--- config.mk ---
export PLATFORM = sky130hd
export DESIGN_NAME = cants_top
export DESIGN_NICKNAME = d
export VERILOG_FILES = /design/src/rtl/cants_pkg.sv /design/src/rtl/cants_win_if.sv /design/src/rtl/cants_top.sv /design/src/rtl/cants_win_gate.sv
export VERILOG_INCLUDE_DIRS = /design/src /design/src/rtl
export SDC_FILE = /design/constraint.sdc
export NUM_CORES = 1
export LEC_CHECK = 0
export BUFFER_PORTS_ARGS = -buffer_cell sky130_fd_sc_hd__buf_2
export CORE_ASPECT_RATIO = 0.8
export CORE_MARGIN = 10
export CORE_UTILIZATION = 50
export CTS_CLUSTER_SIZE = 30
export DETAILED_ROUTE_END_ITERATION = 7
export PLACE_DENSITY = 0.92
export SKIP_LAST_GASP = 1
export SLEW_MARGIN = 20
export SYNTH_ARGS = -nofsm -noshare
export SYNTH_HDL_FRONTEND = slang
export SYNTH_SLANG_ARGS = --single-unit
--- constraint.sdc ---
create_clock -name pclk -period 3.8 [get_ports pclk]
set_input_delay 0 -clock pclk [delete_from_list [all_inputs] [get_ports pclk]]
set_output_delay 0 -clock pclk [all_outputs]
set_load 0.02 [all_outputs]
--- src/rtl/cants_defines.svh ---
// register offsets, field positions and reset values of the can transmit-select slice
// Overview of operation
// abort acks held reset during init mode
// abort acks readable anytime, writes ignored
// abort ack set only on granted abort
// clearing empty flag clears abort ack
// lowest set select bit picks window buffer
// select readback shows only lowest set bit
// window blocked while selected buffer queued
// no selection means no window access
// select held reset in init, writable outside; code takes writes only with both init bits low
// mode field picks filter organization
// closed filter accepts no message
// acceptance control writable only in init
// hit index names the matching filter
// hit index follows foreground buffer loads
// test registers read zero, ignore writes
// rx error count read-only, valid sleep/init
// software reads error count in sleep/init
// empty flag set on send or abort
// abort granted only before start or failure
// software clears empty flag to queue
`ifndef CANTS_DEFINES_SVH
`define CANTS_DEFINES_SVH
// byte addresses: printed offsets are not all multiples of four, so index times four
`define CANTS_IDX_ABORT_ACK 8'h09
`define CANTS_IDX_BUF_SEL 8'h0A
`define CANTS_IDX_ACC_CTRL 8'h0B
`define CANTS_IDX_TEST_A 8'h0C
`define CANTS_IDX_TEST_B 8'h0D
`define CANTS_IDX_RX_ERR 8'h0E
// own registers for the loose control and status bits
`define CANTS_IDX_TX_FLAG 8'h10
`define CANTS_IDX_ABORT_REQ 8'h11
`define CANTS_IDX_MODE 8'h12
`define CANTS_IDX_RX_ERR_SRC 8'h13
// field positions
`define CANTS_ACC_MODE_LSB 4
`define CANTS_MODE_INIT_REQUEST_BIT 0
`define CANTS_MODE_SLEEP_REQUEST_BIT 1
`define CANTS_MODE_INIT_ACKNOWLEDGE_BIT 2
`define CANTS_MODE_SLEEP_ACKNOWLEDGE_BIT 3
// reset values
`define CANTS_RST_ABORT_ACK 3'h0
`define CANTS_RST_BUF_SEL 3'h0
`define CANTS_RST_EMPTY 3'h7
`define CANTS_RST_ACC_MODE 2'h0
`define CANTS_RST_HIT 3'h0
`define CANTS_NBUF 3
`endif

--- src/rtl/cants_pkg.sv ---
// types shared by the can transmit-select slice
package cants_pkg;
	typedef enum logic [3:0] {
		CANTS_ACC_TWO32 = 4'b0001,
		CANTS_ACC_FOUR16 = 4'b0010,
		CANTS_ACC_EIGHT8 = 4'b0100,
		CANTS_ACC_CLOSED = 4'b1000
	} cants_acc_mode_t;
	// access phase tracker of the apb slave
	typedef enum logic [1:0] {
		CANTS_BUS_IDLE = 2'b01,
		CANTS_BUS_ACCESS = 2'b10
	} cants_bus_state_t;
endpackage

--- src/rtl/cants_win_if.sv ---
// window-gate signals between the register slice and its window gate
`timescale 1ns/100ps
interface cants_win_if;
	logic [2:0] sel;
	logic [2:0] empty;
	logic [2:0] onehot;
	logic open;
	modport regs (output sel, output empty, input onehot, input open);
	modport gate (input sel, input empty, output onehot, output open);
endinterface

--- src/rtl/cants_top.sv ---
// apb register slice: abort acks, buffer select, acceptance control, rx error count
//
// The implementer's own choice: register access over APB.
`timescale 1ns/100ps
`include "cants_defines.svh"
module cants_top import cants_pkg::*; #(
	parameter int NBUF = `CANTS_NBUF
) (
	// clock, reset, enable
	input wire logic pclk,
	input wire logic presetn,
	input wire logic clk_en,
	// apb slave
	input wire logic psel,
	input wire logic penable,
	input wire logic pwrite,
	input wire logic [11:0] paddr,
	input wire logic [31:0] pwdata,
	input wire logic [3:0] pstrb,
	output logic [31:0] prdata,
	output logic pready,
	output logic pslverr,
	// transmit engine events, same clock
	input wire logic [2:0] tx_sent,
	input wire logic [2:0] tx_start,
	input wire logic [2:0] tx_failed,
	// receive path, same clock
	input wire logic rx_fg_load,
	input wire logic [2:0] rx_hit_index,
	input wire logic [7:0] rx_err_count,
	input wire logic init_ack_in,
	input wire logic sleep_ack_in,
	// window and mode outputs
	output logic [2:0] tx_window_sel,
	output logic tx_window_open,
	output logic [2:0] abort_request_bit,
	output logic rx_accept_en,
	output logic [1:0] acceptance_mode_field,
	output logic init_request_bit,
	output logic sleep_request_bit
);
	cants_win_if win ();
	cants_win_gate u_gate (.win(win));

	// register state
	logic [2:0] abort_ack_q, abort_ack_d;
	logic [2:0] sel_q, sel_d;
	logic [2:0] empty_q, empty_d;
	logic [2:0] areq_q, areq_d;
	logic [2:0] started_q, started_d;
	logic [1:0] mode_q, mode_d;
	logic [2:0] hit_q, hit_d;
	logic init_request_bit_q, init_request_bit_d, sleep_request_bit_q, sleep_request_bit_d;
	logic init_acknowledge_bit_q, init_acknowledge_bit_d, sleep_acknowledge_bit_q, sleep_acknowledge_bit_d;
	logic [31:0] prdata_q, prdata_d;
	logic pready_q, pready_d, pslverr_q, pslverr_d;
	logic [2:0] wsel_q, wsel_d;
	logic wopen_q, wopen_d;
	logic accept_q, accept_d;
	logic wr_flag, wr_areq, wr_sel, wr_acc, wr_mode;
	cants_bus_state_t bus_q, bus_d;

	// register index from a byte address; off-word addresses give no match
	function automatic logic [7:0] reg_index(input logic [11:0] a);
		reg_index = (a[1:0] == 2'h0) ? a[9:2] : 8'hFF;
	endfunction

	// byte 0 write strobe
	function automatic logic lane0(input logic [3:0] s);
		lane0 = s[0];
	endfunction

	// mode field to filter organisation; closed means nothing reaches the foreground
	function automatic cants_acc_mode_t acc_kind(input logic [1:0] m);
		case (m)
			2'h0: acc_kind = CANTS_ACC_TWO32;
			2'h1: acc_kind = CANTS_ACC_FOUR16;
			2'h2: acc_kind = CANTS_ACC_EIGHT8;
			default: acc_kind = CANTS_ACC_CLOSED;
		endcase
	endfunction

	logic in_init, in_sleep, wr_take, mapped;
	logic [7:0] idx;
	logic [2:0] grant;

	assign win.sel = sel_q;
	assign win.empty = empty_q;
	assign in_init = init_request_bit_q & init_acknowledge_bit_q;
	assign in_sleep = sleep_request_bit_q & sleep_acknowledge_bit_q;
	assign idx = reg_index(paddr);
	// no wait state: taken at the edge that sees the access phase
	assign wr_take = psel & penable & pwrite & (bus_q == CANTS_BUS_ACCESS) & lane0(pstrb);
	// abort granted for queued buffers not started or whose attempt failed
	assign grant = areq_q & ~empty_q & (~started_q | tx_failed);

	// bus phase tracking
	always_comb begin
		bus_d = CANTS_BUS_IDLE;
		case (bus_q)
			CANTS_BUS_IDLE: bus_d = (psel & ~penable) ? CANTS_BUS_ACCESS : CANTS_BUS_IDLE;
			CANTS_BUS_ACCESS: bus_d = CANTS_BUS_IDLE;
			default: bus_d = CANTS_BUS_IDLE;
		endcase
	end

	// address decode for mapped words
	always_comb begin
		if (idx == `CANTS_IDX_ABORT_ACK) begin
			mapped = 1'b1;
		end else if (idx >= `CANTS_IDX_BUF_SEL && idx <= `CANTS_IDX_RX_ERR) begin
			mapped = 1'b1;
		end else if (idx >= `CANTS_IDX_TX_FLAG && idx <= `CANTS_IDX_RX_ERR_SRC) begin
			mapped = 1'b1;
		end else begin
			mapped = 1'b0;
		end
	end

	// write strobes; at most one register is written per access
	always_comb begin
		wr_flag = 1'b0;
		wr_areq = 1'b0;
		wr_sel = 1'b0;
		wr_acc = 1'b0;
		wr_mode = 1'b0;
		if (!wr_take) begin
			wr_flag = 1'b0;
		end else if (idx == `CANTS_IDX_TX_FLAG) begin
			wr_flag = 1'b1;
		end else if (idx == `CANTS_IDX_ABORT_REQ) begin
			wr_areq = 1'b1;
		end else if (idx == `CANTS_IDX_BUF_SEL) begin
			wr_sel = 1'b1;
		end else if (idx == `CANTS_IDX_ACC_CTRL) begin
			wr_acc = 1'b1;
		end else if (idx == `CANTS_IDX_MODE) begin
			wr_mode = 1'b1;
		end
	end

	// transmit flag and abort state
	always_comb begin
		empty_d = empty_q;
		abort_ack_d = abort_ack_q;
		areq_d = areq_q;
		started_d = (started_q | tx_start) & ~tx_failed;
		// software clears empty flags to queue, writing one clears
		if (wr_flag && !in_init) begin
			empty_d = empty_q & ~pwdata[2:0];
			abort_ack_d = abort_ack_q & ~pwdata[2:0];
			started_d = started_d & ~pwdata[2:0];
		end
		// a request on an empty buffer has nothing to abort and is dropped
		if (wr_areq && !in_init) begin
			areq_d = areq_q | (pwdata[2:0] & ~empty_q);
		end
		// hardware sets win over a same-cycle clear
		empty_d = empty_d | tx_sent | grant;
		abort_ack_d = (abort_ack_d | grant) & ~tx_sent;
		areq_d = areq_d & ~(tx_sent | grant);
		started_d = started_d & ~(tx_sent | grant);
		// init holds acks and requests at reset
		if (in_init) begin
			abort_ack_d = `CANTS_RST_ABORT_ACK;
			areq_d = 3'h0;
		end
	end

	// buffer select: writes land only with both init bits low
	always_comb begin
		sel_d = sel_q;
		if (wr_sel && !init_request_bit_q && !init_acknowledge_bit_q) begin
			sel_d = pwdata[2:0];
		end
		// init comes last so it overrides a same-cycle write
		if (in_init) begin
			sel_d = `CANTS_RST_BUF_SEL;
		end
	end

	// acceptance control: mode field and hit index
	always_comb begin
		mode_d = mode_q;
		hit_d = hit_q;
		// mode field writable only in init; hit index never written
		if (wr_acc && in_init) begin
			mode_d = pwdata[`CANTS_ACC_MODE_LSB +: 2];
		end
		// hit index tracks each foreground load; closed filter never loads
		if (rx_fg_load && acc_kind(mode_q) != CANTS_ACC_CLOSED) begin
			hit_d = rx_hit_index;
		end
	end

	// init and sleep handshake; an ack counts only while its request stands
	always_comb begin
		init_request_bit_d = init_request_bit_q;
		sleep_request_bit_d = sleep_request_bit_q;
		init_acknowledge_bit_d = init_ack_in & init_request_bit_q;
		sleep_acknowledge_bit_d = sleep_ack_in & sleep_request_bit_q;
		// software writes both request bits at once
		if (wr_mode) begin
			init_request_bit_d = pwdata[`CANTS_MODE_INIT_REQUEST_BIT];
			sleep_request_bit_d = pwdata[`CANTS_MODE_SLEEP_REQUEST_BIT];
		end
	end

	// read mux and bus answer
	always_comb begin
		prdata_d = 32'h0000_0000;
		pready_d = 1'b0;
		pslverr_d = 1'b0;
		if (psel && !penable) begin
			pready_d = 1'b1;
			pslverr_d = ~mapped;
		end
		if (psel && !penable && !pwrite) begin
			if (idx == `CANTS_IDX_ABORT_ACK) begin
				prdata_d = {29'h0, abort_ack_q};
			end else if (idx == `CANTS_IDX_BUF_SEL) begin
				prdata_d = {29'h0, win.onehot};
			end else if (idx == `CANTS_IDX_ACC_CTRL) begin
				prdata_d = {26'h0, mode_q, 1'b0, hit_q};
			end else if (idx == `CANTS_IDX_TEST_A || idx == `CANTS_IDX_TEST_B) begin
				prdata_d = 32'h0000_0000;
			end else if (idx == `CANTS_IDX_RX_ERR) begin
				// reads zero outside sleep or init, software must not rely on it
				prdata_d = {24'h0, (in_init | in_sleep) ? rx_err_count : 8'h00};
			end else if (idx == `CANTS_IDX_TX_FLAG) begin
				prdata_d = {29'h0, empty_q};
			end else if (idx == `CANTS_IDX_ABORT_REQ) begin
				prdata_d = {29'h0, areq_q};
			end else if (idx == `CANTS_IDX_MODE) begin
				prdata_d = {28'h0, sleep_acknowledge_bit_q, init_acknowledge_bit_q, sleep_request_bit_q, init_request_bit_q};
			end else if (idx == `CANTS_IDX_RX_ERR_SRC) begin
				prdata_d = {24'h0, rx_err_count};
			end
		end
	end

	// window and filter outputs; flopped so every top port comes from a register
	always_comb begin
		wsel_d = win.onehot;
		wopen_d = win.open;
		accept_d = (acc_kind(mode_d) != CANTS_ACC_CLOSED);
	end

	// bus phase register; clock enable freezes it with everything else
	always_ff @(posedge pclk or negedge presetn) begin
		if (!presetn) begin
			bus_q <= CANTS_BUS_IDLE;
		end else if (clk_en) begin
			bus_q <= bus_d;
		end
	end

	// bus answer registers
	always_ff @(posedge pclk or negedge presetn) begin
		if (!presetn) begin
			prdata_q <= 32'h0000_0000;
			pready_q <= 1'b0;
			pslverr_q <= 1'b0;
		end else if (clk_en) begin
			prdata_q <= prdata_d;
			pready_q <= pready_d;
			pslverr_q <= pslverr_d;
		end
	end

	// transmit flag and abort registers
	always_ff @(posedge pclk or negedge presetn) begin
		if (!presetn) begin
			empty_q <= `CANTS_RST_EMPTY;
			abort_ack_q <= `CANTS_RST_ABORT_ACK;
			areq_q <= 3'h0;
			started_q <= 3'h0;
		end else if (clk_en) begin
			empty_q <= empty_d;
			abort_ack_q <= abort_ack_d;
			areq_q <= areq_d;
			started_q <= started_d;
		end
	end

	// buffer select register
	always_ff @(posedge pclk or negedge presetn) begin
		if (!presetn) begin
			sel_q <= `CANTS_RST_BUF_SEL;
		end else if (clk_en) begin
			sel_q <= sel_d;
		end
	end

	// acceptance control registers
	always_ff @(posedge pclk or negedge presetn) begin
		if (!presetn) begin
			mode_q <= `CANTS_RST_ACC_MODE;
			hit_q <= `CANTS_RST_HIT;
		end else if (clk_en) begin
			mode_q <= mode_d;
			hit_q <= hit_d;
		end
	end

	// handshake registers
	always_ff @(posedge pclk or negedge presetn) begin
		if (!presetn) begin
			init_request_bit_q <= 1'b0;
			sleep_request_bit_q <= 1'b0;
			init_acknowledge_bit_q <= 1'b0;
			sleep_acknowledge_bit_q <= 1'b0;
		end else if (clk_en) begin
			init_request_bit_q <= init_request_bit_d;
			sleep_request_bit_q <= sleep_request_bit_d;
			init_acknowledge_bit_q <= init_acknowledge_bit_d;
			sleep_acknowledge_bit_q <= sleep_acknowledge_bit_d;
		end
	end

	// window and filter output registers
	always_ff @(posedge pclk or negedge presetn) begin
		if (!presetn) begin
			wsel_q <= 3'h0;
			wopen_q <= 1'b0;
			accept_q <= 1'b1;
		end else if (clk_en) begin
			wsel_q <= wsel_d;
			wopen_q <= wopen_d;
			accept_q <= accept_d;
		end
	end

	// outputs straight from flip-flops
	assign prdata = prdata_q;
	assign pready = pready_q;
	assign pslverr = pslverr_q;
	assign tx_window_sel = wsel_q;
	assign tx_window_open = wopen_q;
	assign abort_request_bit = areq_q;
	assign rx_accept_en = accept_q;
	assign acceptance_mode_field = mode_q;
	assign init_request_bit = init_request_bit_q;
	assign sleep_request_bit = sleep_request_bit_q;
endmodule

--- src/rtl/cants_win_gate.sv ---
// lowest-bit select decoder and access window gate
`timescale 1ns/100ps
module cants_win_gate (
	cants_win_if.gate win
);
	// lowest set bit wins, higher bits ignored
	always_comb begin
		win.onehot = 3'h0;
		if (win.sel[0]) begin
			win.onehot = 3'h1;
		end else if (win.sel[1]) begin
			win.onehot = 3'h2;
		end else if (win.sel[2]) begin
			win.onehot = 3'h4;
		end
	end
	// no selection gives zero and blocks; a queued buffer blocks as well
	assign win.open = |(win.onehot & win.empty);
endmodule

Yosys cells after proc, flatten, opt, wreduce, memory -nomap -nowiden
Cells that the tools add are included.
Word-level totals
  register bits: 65
  bits of input ports: 77
  output and inout port bits: 46
  logic and storage cells: 153
Operators by class
  order comparisons: 4
  eq/ne operators: 18
  multiplexer cells: 53
  bitwise operators: 36
  reduce and logical (&&, ||, !) cells: 24
Operators by type and width (number)
  two-way mux 8 bit: 12
  == test 8 x 4 -> 1 bit, second input constant: 6
  bitwise AND 3 bit: 11
  two-way mux 3 bit: 11
  == test 8 x 5 -> 1 bit, second input constant: 4
  two-way mux 1 bit: 25
  case mux 4 bit (3 select lines): 2
  bitwise OR 3 bit: 7
  inverter 3 bit: 6
  logical AND 1 bit: 10
  bitwise AND 1 bit: 9
  greater-or-equal comparator 8 x 4 -> 1 bit, second input constant: 1
  greater-or-equal comparator 8 x 5 -> 1 bit, second input constant: 1
  <= comparator 8 x 4 -> 1 bit, second input constant: 1
  <= comparator 8 x 5 -> 1 bit, second input constant: 1
  != test 4 bit, second input constant: 2
  == test 2 x 1 -> 1 bit, second input constant: 3
  == test 2 bit, second input constant: 3
  zero test 2 bit: 3
  two-way mux 2 bit: 3
  AND reduction 2 bit: 3
  zero test 1 bit: 5
  OR reduction 3 bit: 1
  inverter 1 bit: 2
  other kinds (3): 3

Logic depth before layout (Yosys ltp)
Gate-level depths: netlist of the first run.
  depth in word-level cells: 13
  mapped depth: 7
  mapped depth without buffers: 5

Hierarchy
From an unflattened synthesis of the first run, not the netlist that was laid out.
Unflattened totals
  cell total of the unflattened synthesis: 292
  area total of the unflattened synthesis: 2712.6 um^2
Modules (own cells, without submodules)
  cants_top: times used 1, cells each 285, area each 2667.6 um^2, sequential area each 1032.2 um^2
  cants_win_gate: times used 1, cells each 7, area each 45.0 um^2, sequential area each 0.0 um^2

Worst setup path after synthesis of the first run
Ideal clock, no wire load.
  path type: input -> register
  from: input port paddr[6]
  to: register mode_q[0] (netlist: acceptance_mode_field[0])
  library setup time: 125 ps
  arrival: 1647 ps
  required time: 3675 ps
  slack: 2028 ps
  cell stages on the path: 6
  path buffers: 1
  path through: or4b_4 or3_1 buf_2 and4b_1 nand2_2 mux2_4
Between the ends
  longest elaborated chain between the ends: 9
  elaborated cells on any way between the ends: 12
  classes of those cells: eq/ne: 4; mux: 7; reduce/logical: 1
RTL lines
  from (decl): line cants_top.sv:17  | input wire logic [11:0] paddr,
  two-way mux 8 bit *: line cants_top.sv:65  | reg_index = (a[1:0] == 2'h0) ? a[9:2] : 8'hFF;
  == test 8 x 4 -> 1 bit (no source line)
  two-way mux 1 bit: line cants_top.sv:135  | end else if (idx == `CANTS_IDX_ACC_CTRL) begin
  two-way mux 1 bit: line cants_top.sv:133  | end else if (idx == `CANTS_IDX_BUF_SEL) begin
  two-way mux 1 bit: line cants_top.sv:131  | end else if (idx == `CANTS_IDX_ABORT_REQ) begin
  two-way mux 1 bit *: line cants_top.sv:129  | end else if (idx == `CANTS_IDX_TX_FLAG) begin
  two-way mux 1 bit *: line cants_top.sv:127  | if (!wr_take) begin
  logical AND 1 bit *: line cants_top.sv:187  | if (wr_acc && in_init) begin
  two-way mux 2 bit *: line cants_top.sv:187
  to (signal assigned): line cants_top.sv:298  | mode_q <= `CANTS_RST_ACC_MODE;
  to (signal assigned): line cants_top.sv:301  | mode_q <= mode_d;
  to (decl): line cants_top.sv:51  | logic [1:0] mode_q, mode_d;
Mark *: on every way between the ends. The rest lies on a longest branch, timed or not.
A chain may end at the register's enable or synchronous reset.

Worst setup path after layout of the first run
  from: register init_request_bit_q (netlist: init_request_bit)
  to: register started_q[2]
Between the ends
  longest elaborated chain between the ends: 5
RTL lines
  from (decl): line cants_top.sv:53  | logic init_request_bit_q, init_request_bit_d, sleep_request_bit_q, sleep_request_bit_d;
  from (signal assigned): line cants_top.sv:314  | init_request_bit_q <= init_request_bit_d;
  bitwise AND 1 bit: line cants_top.sv:89  | assign in_init = init_request_bit_q & init_acknowledge_bit_q;
  zero test 1 bit: line cants_top.sv:149  | if (wr_flag && !in_init) begin
  logical AND 1 bit: line cants_top.sv:149
  two-way mux 3 bit: line cants_top.sv:149
  bitwise AND 3 bit: line cants_top.sv:162  | started_d = started_d & ~(tx_sent | grant);
  to (signal assigned): line cants_top.sv:282  | started_q <= started_d;
  to (decl): line cants_top.sv:50  | logic [2:0] started_q, started_d;
Every way passes these cells.

==> results.yml, run 1 <==
layout:
  layout.cells.non_filler: 408
  syn2layout_area_growth_pct: 25.80
  fill_cells: 384
  layout.nets: 424
  diodes: 0
  design_area_sq_um: 3118
  final_util_pct: 66.63
  drive_gt1_share_pct: 27.87
yosys:
  async_flop_share_pct: 100.0
  synth_largest_area_cell: "dfrtp_1"
  syn_area_per_cell_sq_um: 9.607
  seq_area_frac_synth_pct: 41.65
  syn_inst: 258
  yosys-top-cells-count: "dfrtp_1 (36), buf_4 (25), nand2_1 (21)"
  syn-cell-area_sq_um: 2479
  synth.most_common_cell: "dfrtp_1"
  synthTopCellsByArea: "dfrtp_1 (36%), buf_4 (7.6%), dfstp_2 (5.3%)"
  synth_top_area_share_pct: 36.35
  ys_types: 57
  yosys_warnings: 0
  synthFlopType: "dfrtp_1"
  yosys_register_bits: 41
  synth_edf_count: 0
floorplanning:
  ioPinCount: 123
  initial_core_util_pct: 52.97
  row_count: 22
  dieWidth_microns: 98.72
  die_area_sq_um: 8191
  core-area_sq_um: 4679
  die_h_microns: 82.98
setup_path:
  crit_slowest_cell: "dlygate4sd3_1"
  cp.required_ns: 4.04
  end_kind: "flop"
  setup.worst_path.class: "flop to flop"
  worst-path-buf-inv: 1
  cp_top_family: "simple AND/OR/NAND/NOR gates"
  cp-start-kind: "flop"
  path_cells: "and2_1, nor2b_1, and4_1, or3_1, a21oi_1, dlygate4sd3_1"
  cp_max_fo: 12
  crit_arrival_ns: 2.68
  cpPeakStageDelay_ns: 0.56
grt:
  grt_pass1_wl_microns: 11410
  grt_max_degree: 42
  grt_usage_pct: 16.59
  grt_overflow_total: 0
  grt_pass1_vias: 2347
  antenna_found_initial: 0
cts:
  clkTransAtPathRegs_ns: 0.07
  post-cts-setup-buffers: 0
  cts_buffers: 5
  clockBufferDepth: 2
  root_buffer: "clkbuf_8"
  cts_tree: "built"
  clkSinkCount: 41
  clkLatencyLatePin_ns: 0.30
  cts_resized: 0
  holdBufCountCts: 25
  h-tree-depth: 2
power_and_ir_drop:
  max-vdd-ir-drop_uv: 240.9
  total_power_mw: 0.9825
  leakagePower_nw: 1.501
  power_density_nw_per_um2: 315.1
job:
  drv_cap: 0
sta:
  timing.fmax_ghz: 0.4087
  post-route-min-period_ns: 2.447
  timing.final.crit_share_pct: 64.39
  setup_tns_ns: 0
  hold_violations: 0
  grt_setup_unrepaired: "no"
  clock_skew_ns: 0.005025
  tightest_slew_ns: 0.9043
  slew_viol_final: 0
  setup_viol: 0
  slew_headroom_pct: 39.71
routing:
  via_per_inst: 5.672
  routed_wl_microns: 7046
  wl_per_cell_microns: 17.27
  drt_iter0_markers: 276
  antenna_left: 0
  vias: 2314
  drtPass1Iterations: 5
  drc: 0
placed_design:
  dpl_cell_area_sq_um: 2751
  dpl.hpwl_microns: 5175
  placed_cells: 375
  port_buffers: 66
  gp_congestion: 0.9567
status:
  status: "complete, no violations"
min_path:
  hold_path.class: "input pin to flop"
cell type report:
cell class | instances | area [sq um] | area share (%)
Sequential cell | 41 | 1032 | 33.11
Tap cell | 60 | 75.07 | 2.408
Timing Repair Buffer | 92 | 588.1 | 18.86
Clock inverter | 1 | 30.03 | 0.9631
Multi-Input combinational cell | 197 | 1269 | 40.69
Clock buffer | 7 | 86.33 | 2.769
Inverter | 10 | 37.54 | 1.204
cell families (layout without fill, tap and decap cells):
family	Yosys count	after routing	synth area share, %
compound gates	68	68	18.68
buf+inv	43	110	10.65
flops	41	41	41.65
mux	17	17	8.228
other cells	1	24	0.1513
simple gates	88	88	20.65
path summary, 6_finish.rpt:
check | from | end | slack [ns] | depth (start not counted)
setup / recovery | init_request_bit | started_q[2] | 1.35 | 6
hold / removal | tx_sent[1] | abort_ack_q[1] | 0.01 | 4
setup reg to reg | init_request_bit | started_q[2] | 1.35 | 6
hold reg to reg | prdata[1] | prdata[1] | 0.50 | 1
max in group asynchronous | presetn | started_q[0] | 2.87 | 2
min in group asynchronous | presetn | started_q[1] | 0.36 | 2
tightest hold or removal path, cell delays in order:
cell     delay, ns
buf_2         0.10
nor2_1        0.05
nand2_1       0.05
o21ai_0       0.07
metal layers:
metal  wire (microns)  up-vias  track usage, %
met1             2850     1075           19.98
met4              180        0           5.692
met2             3284      138           25.99
met3              731       16           6.871
met5                0        -               0
li1                 -     1085               -
where the power goes:
part           switching, mW  total (mW)  internal (mW)
Clock                  0.151       0.365          0.214
Combinational         0.0869       0.151         0.0641
Sequential            0.0121       0.467          0.455
layout by cell type, fill, tap and decap left out, types with 2 or more instances in the layout:
cell            n
a22o_1          8
nor2b_1         8
mux2_2          9
conb_1         24
nor3b_1         2
dfrtp_1        36
a21oi_1        12
nand3b_1        2
nand2_1        21
and4_1          4
dfstp_2         5
nand3_1         5
or3_1           5
and2_1          2
nor4_1          5
o41ai_1         3
a32o_1          3
o2bb2ai_1       5
nor2_1         13
mux2_4          2
a31oi_1         2
o21ai_0        20
o21bai_1        3
dlygate4sd3_1  25
buf_2          66
mux2i_1         5
a22oi_1         3
nand2b_1        4
inv_1           9
and3_1          3
nor3_1          2
clkbuf_8        6
registers in the layout, indices dropped and copies added, names as in the netlist, 2 cells and up:
name	count
bus_q	2
tx_window_sel	3
abort_ack_q	3
hit_q	3
started_q	3
empty_q	3
sel_q	3
abort_request_bit	3
prdata	8
acceptance_mode_field	2
metrics by stage:
stage / setup slack (ns) / hold WS (ns)
after floorplan: 2.028 / -0.2956
after global placement: 1.785 / 0.1695
after detailed placement: 1.752 / 0.1851
after CTS: 1.366 / 0.0005507
after global routing: 1.220 / 0.03594
final: 1.353 / 0.01039
Power figures use the tool's default switching activity.
==> run 2: changes to the inputs <==
Settings changed: ABC_AREA from default to 1, CORE_UTILIZATION 50 to 48, PLACE_DENSITY 0.92 to 0.87.
Clock period 3.8 ns to 2.45 ns, I/O delays scaled along.
==> run 2 against run 1 <==
Against the previous run:
- total power grew 45%
- clock-buffer cell count shrank 1
- area after synthesis grew 11%
- combinational power grew 76%
- utilization shrank 6.9 points
- hold slack gained 0.0013 ns
- synthesized cell count grew 41%
- sequential power grew 57%
- final cell count grew 29%
- via count grew 12%
- critical path type unchanged
- largest power group unchanged
==> results.yml, run 2 <==
sta:
  clock_skew_ns: 0.004692
  hold_violations: 0
  grt_setup_unrepaired: "no"
  timing.final.crit_share_pct: 70.31
  setup_tns_ns: 0
  fin_hold_ws_ns: 0.01171
  slew_viol_final: 0
  tightest_slew_ns: 0.8988
  timing.fmax_ghz: 0.5805
  slew_headroom_pct: 40.08
  setup_viol: 0
  post-route-min-period_ns: 1.723
floorplanning:
  initial_core_util_pct: 49.95
  core-area_sq_um: 5525
  ioPinCount: 123
  die_area_sq_um: 9202
  row_count: 24
  die_h_microns: 87.83
  dieWidth_microns: 104.8
layout:
  drive_gt1_share_pct: 24.94
  largest_reg_flops: 8
  final_util_pct: 59.74
  layout.nets: 525
  syn2layout_area_growth_pct: 19.58
  diodes: 0
  multi_input_area_sq_um: 1376
  final_cell_mix: "nand2_1 (81), buf_2 (66), inv_1 (49)"
  register_area_sq_um: 1032
  layout.cells.non_filler: 527
  mostFrequentLayoutCell: "nand2_1"
  fill_cells: 538
yosys:
  seq_area_frac_synth_pct: 37.40
  yosys_register_bits: 41
  synthTopCellsByArea: "dfrtp_1 (33%), nand2_1 (11%), inv_1 (6.7%)"
  synth_largest_area_cell: "dfrtp_1"
  synthFlopType: "dfrtp_1"
  synth_edf_count: 0
  async_flop_share_pct: 100.0
  syn_area_per_cell_sq_um: 7.562
  ys_types: 40
  synth.most_common_cell: "nand2_1"
  syn-cell-area_sq_um: 2760
  yosys_warnings: 0
  synth_top_area_share_pct: 32.64
  yosys-top-cells-count: "nand2_1 (81), inv_1 (49), dfrtp_1 (36)"
  syn_inst: 365
setup_path:
  cp_top_family: "simple AND/OR/NAND/NOR gates"
  end_kind: "flop"
  crit_slowest_cell: "dfrtp_1"
  cp-startpoint: "init_request_bit"
  cpPeakStageDelay_ns: 0.45
  path_cells: "nand2_1, o21ai_0, inv_1, nor2_1, nor2_1, nor2_1, nand3_1, nand2_1, nand2_1, nand2_1, nand2_1, nand2_1"
  worst-path-buf-inv: 1
  crit_arrival_ns: 1.96
  cp_max_fo: 6
  crit_path_frequent_cell: "nand2_1"
  r2r-start: "init_request_bit"
  cp-start-kind: "flop"
  cp.required_ns: 2.69
  setup.worst_path.class: "flop to flop"
grt:
  grt_pass1_wl_microns: 12750
  grt_usage_pct: 16.75
  grt_max_degree: 42
  antenna_found_initial: 0
  grt_overflow_total: 0
  grt_pass1_vias: 2592
power_and_ir_drop:
  max-vdd-ir-drop_uv: 245.3
  power_density_nw_per_um2: 431.7
  leakagePower_nw: 1.708
cts:
  cts_buffers: 5
  cts_tree: "built"
  post-cts-setup-buffers: 0
  root_buffer: "clkbuf_8"
  h-tree-depth: 2
  clockBufferDepth: 2
  clkLatencyLatePin_ns: 0.30
  clkTransAtPathRegs_ns: 0.08
  clkSinkCount: 41
job:
  drv_cap: 0
routing:
  wl_per_cell_microns: 14.59
  antenna_left: 0
  drt_iter0_markers: 197
  routed_wl_microns: 7690
  vias: 2599
  via_per_inst: 4.932
  drtPass1Iterations: 4
  drc: 0
placed_design:
  dpl.hpwl_microns: 6143
  placed_cells: 503
  gp_congestion: 0.9441
  port_buffers: 66
status:
  status: "complete, no violations"
min_path:
  hold_path_startpoint: "tx_start[1]"
  hold_path.class: "input pin to flop"
==> run 2: changes by cell type in the layout (fill, tap and decap cells not counted), sizes merged, moves of 6 or more <==
| cell | previous run | this run |
|---|---|---|
| mux2 | 11 | 3 |
| o21ai | 20 | 26 |
| nor2b | 8 | 0 |
| nor2 | 13 | 44 |
| nand3 | 5 | 30 |
| or3 | 6 | 0 |
| a22o | 8 | 2 |
| inv | 9 | 55 |
| nand2 | 22 | 85 |
| dlygate4sd3 | 25 | 16 |
==> run 2: through the flow <==
step	setup slack [ns]	power, mW	instance area (sq um)
3_3_place_gp	0.6933	0.9802	3058
5_1_grt	0.5759	1.494	3301
6_report	0.7274	1.425	3301
3_5_place_dp	0.6615	0.9881	3058
2_1_floorplan	0.9452	0.9181	2846
4_1_cts	0.7829	1.437	3301
==> run 2: worst paths after layout <==
kind,end,slack (ns),cells past startpoint
min in group asynchronous,prdata[4],0.37,2
worst min-delay path,started_q[1],0.01,3
worst max-delay path,prdata[0],0.73,12
max in group asynchronous,sleep_acknowledge_bit_q,1.51,2
worst min register to register,prdata[0],0.48,2
worst max register to register,prdata[0],0.73,12
==> run 2: layer usage <==
| layer | track usage [%] | vias up | share of wire, % |
|---|---|---|---|
| li1 | - | 1295 | - |
| met1 | 22.16 | 1183 | 45 |
| met2 | 26.79 | 113 | 45 |
| met3 | 4.842 | 8 | 9.6 |
| met4 | 3.483 | 0 | 0.68 |
| met5 | 0 | - | 0 |
==> run 2: where the power goes <==
part / leakage, nW / switching [mW] / internal, mW
clock: 0.0450 / 0.231 / 0.197
combinational: 1.14 / 0.175 / 0.0904
sequential: 0.527 / 0.0200 / 0.711
total: 1.71 / 0.426 / 0.998
==> run 2: worst register-to-register path: cells and delay by family (launching register included) <==
family | cells | cell delay, ns
compound gates | 1 | 0.22
buf+inv | 1 | 0.16
flops | 1 | 0.45
simple gates | 10 | 0.85
==> run 2: what timing repair did <==
item	CTS	global route
gates resized for setup	0	0
hold buffers	16	0
endpoints found under the hold margin	51	0
==> run 2: layout make-up <==
| type | count | share of cell area [%] |
|---|---|---|
| clock buffers | 6 | 2.199 |
| clock inverters | 2 | 0.3033 |
| inverters | 55 | 6.255 |
| multi-input cells | 261 | 41.70 |
| flip-flops and latches | 41 | 31.27 |
| well taps | 78 | 2.957 |
| repair buffers | 84 | 15.31 |
==> run 2: kinds of logic after synthesis <==
kind of cell	synth area share, %
and+or+nand+nor	30.42
buffers and inverters	15.87
AOI/OAI and AO/OA	14.96
DFF	37.40
muxes	1.224
other	0.1359
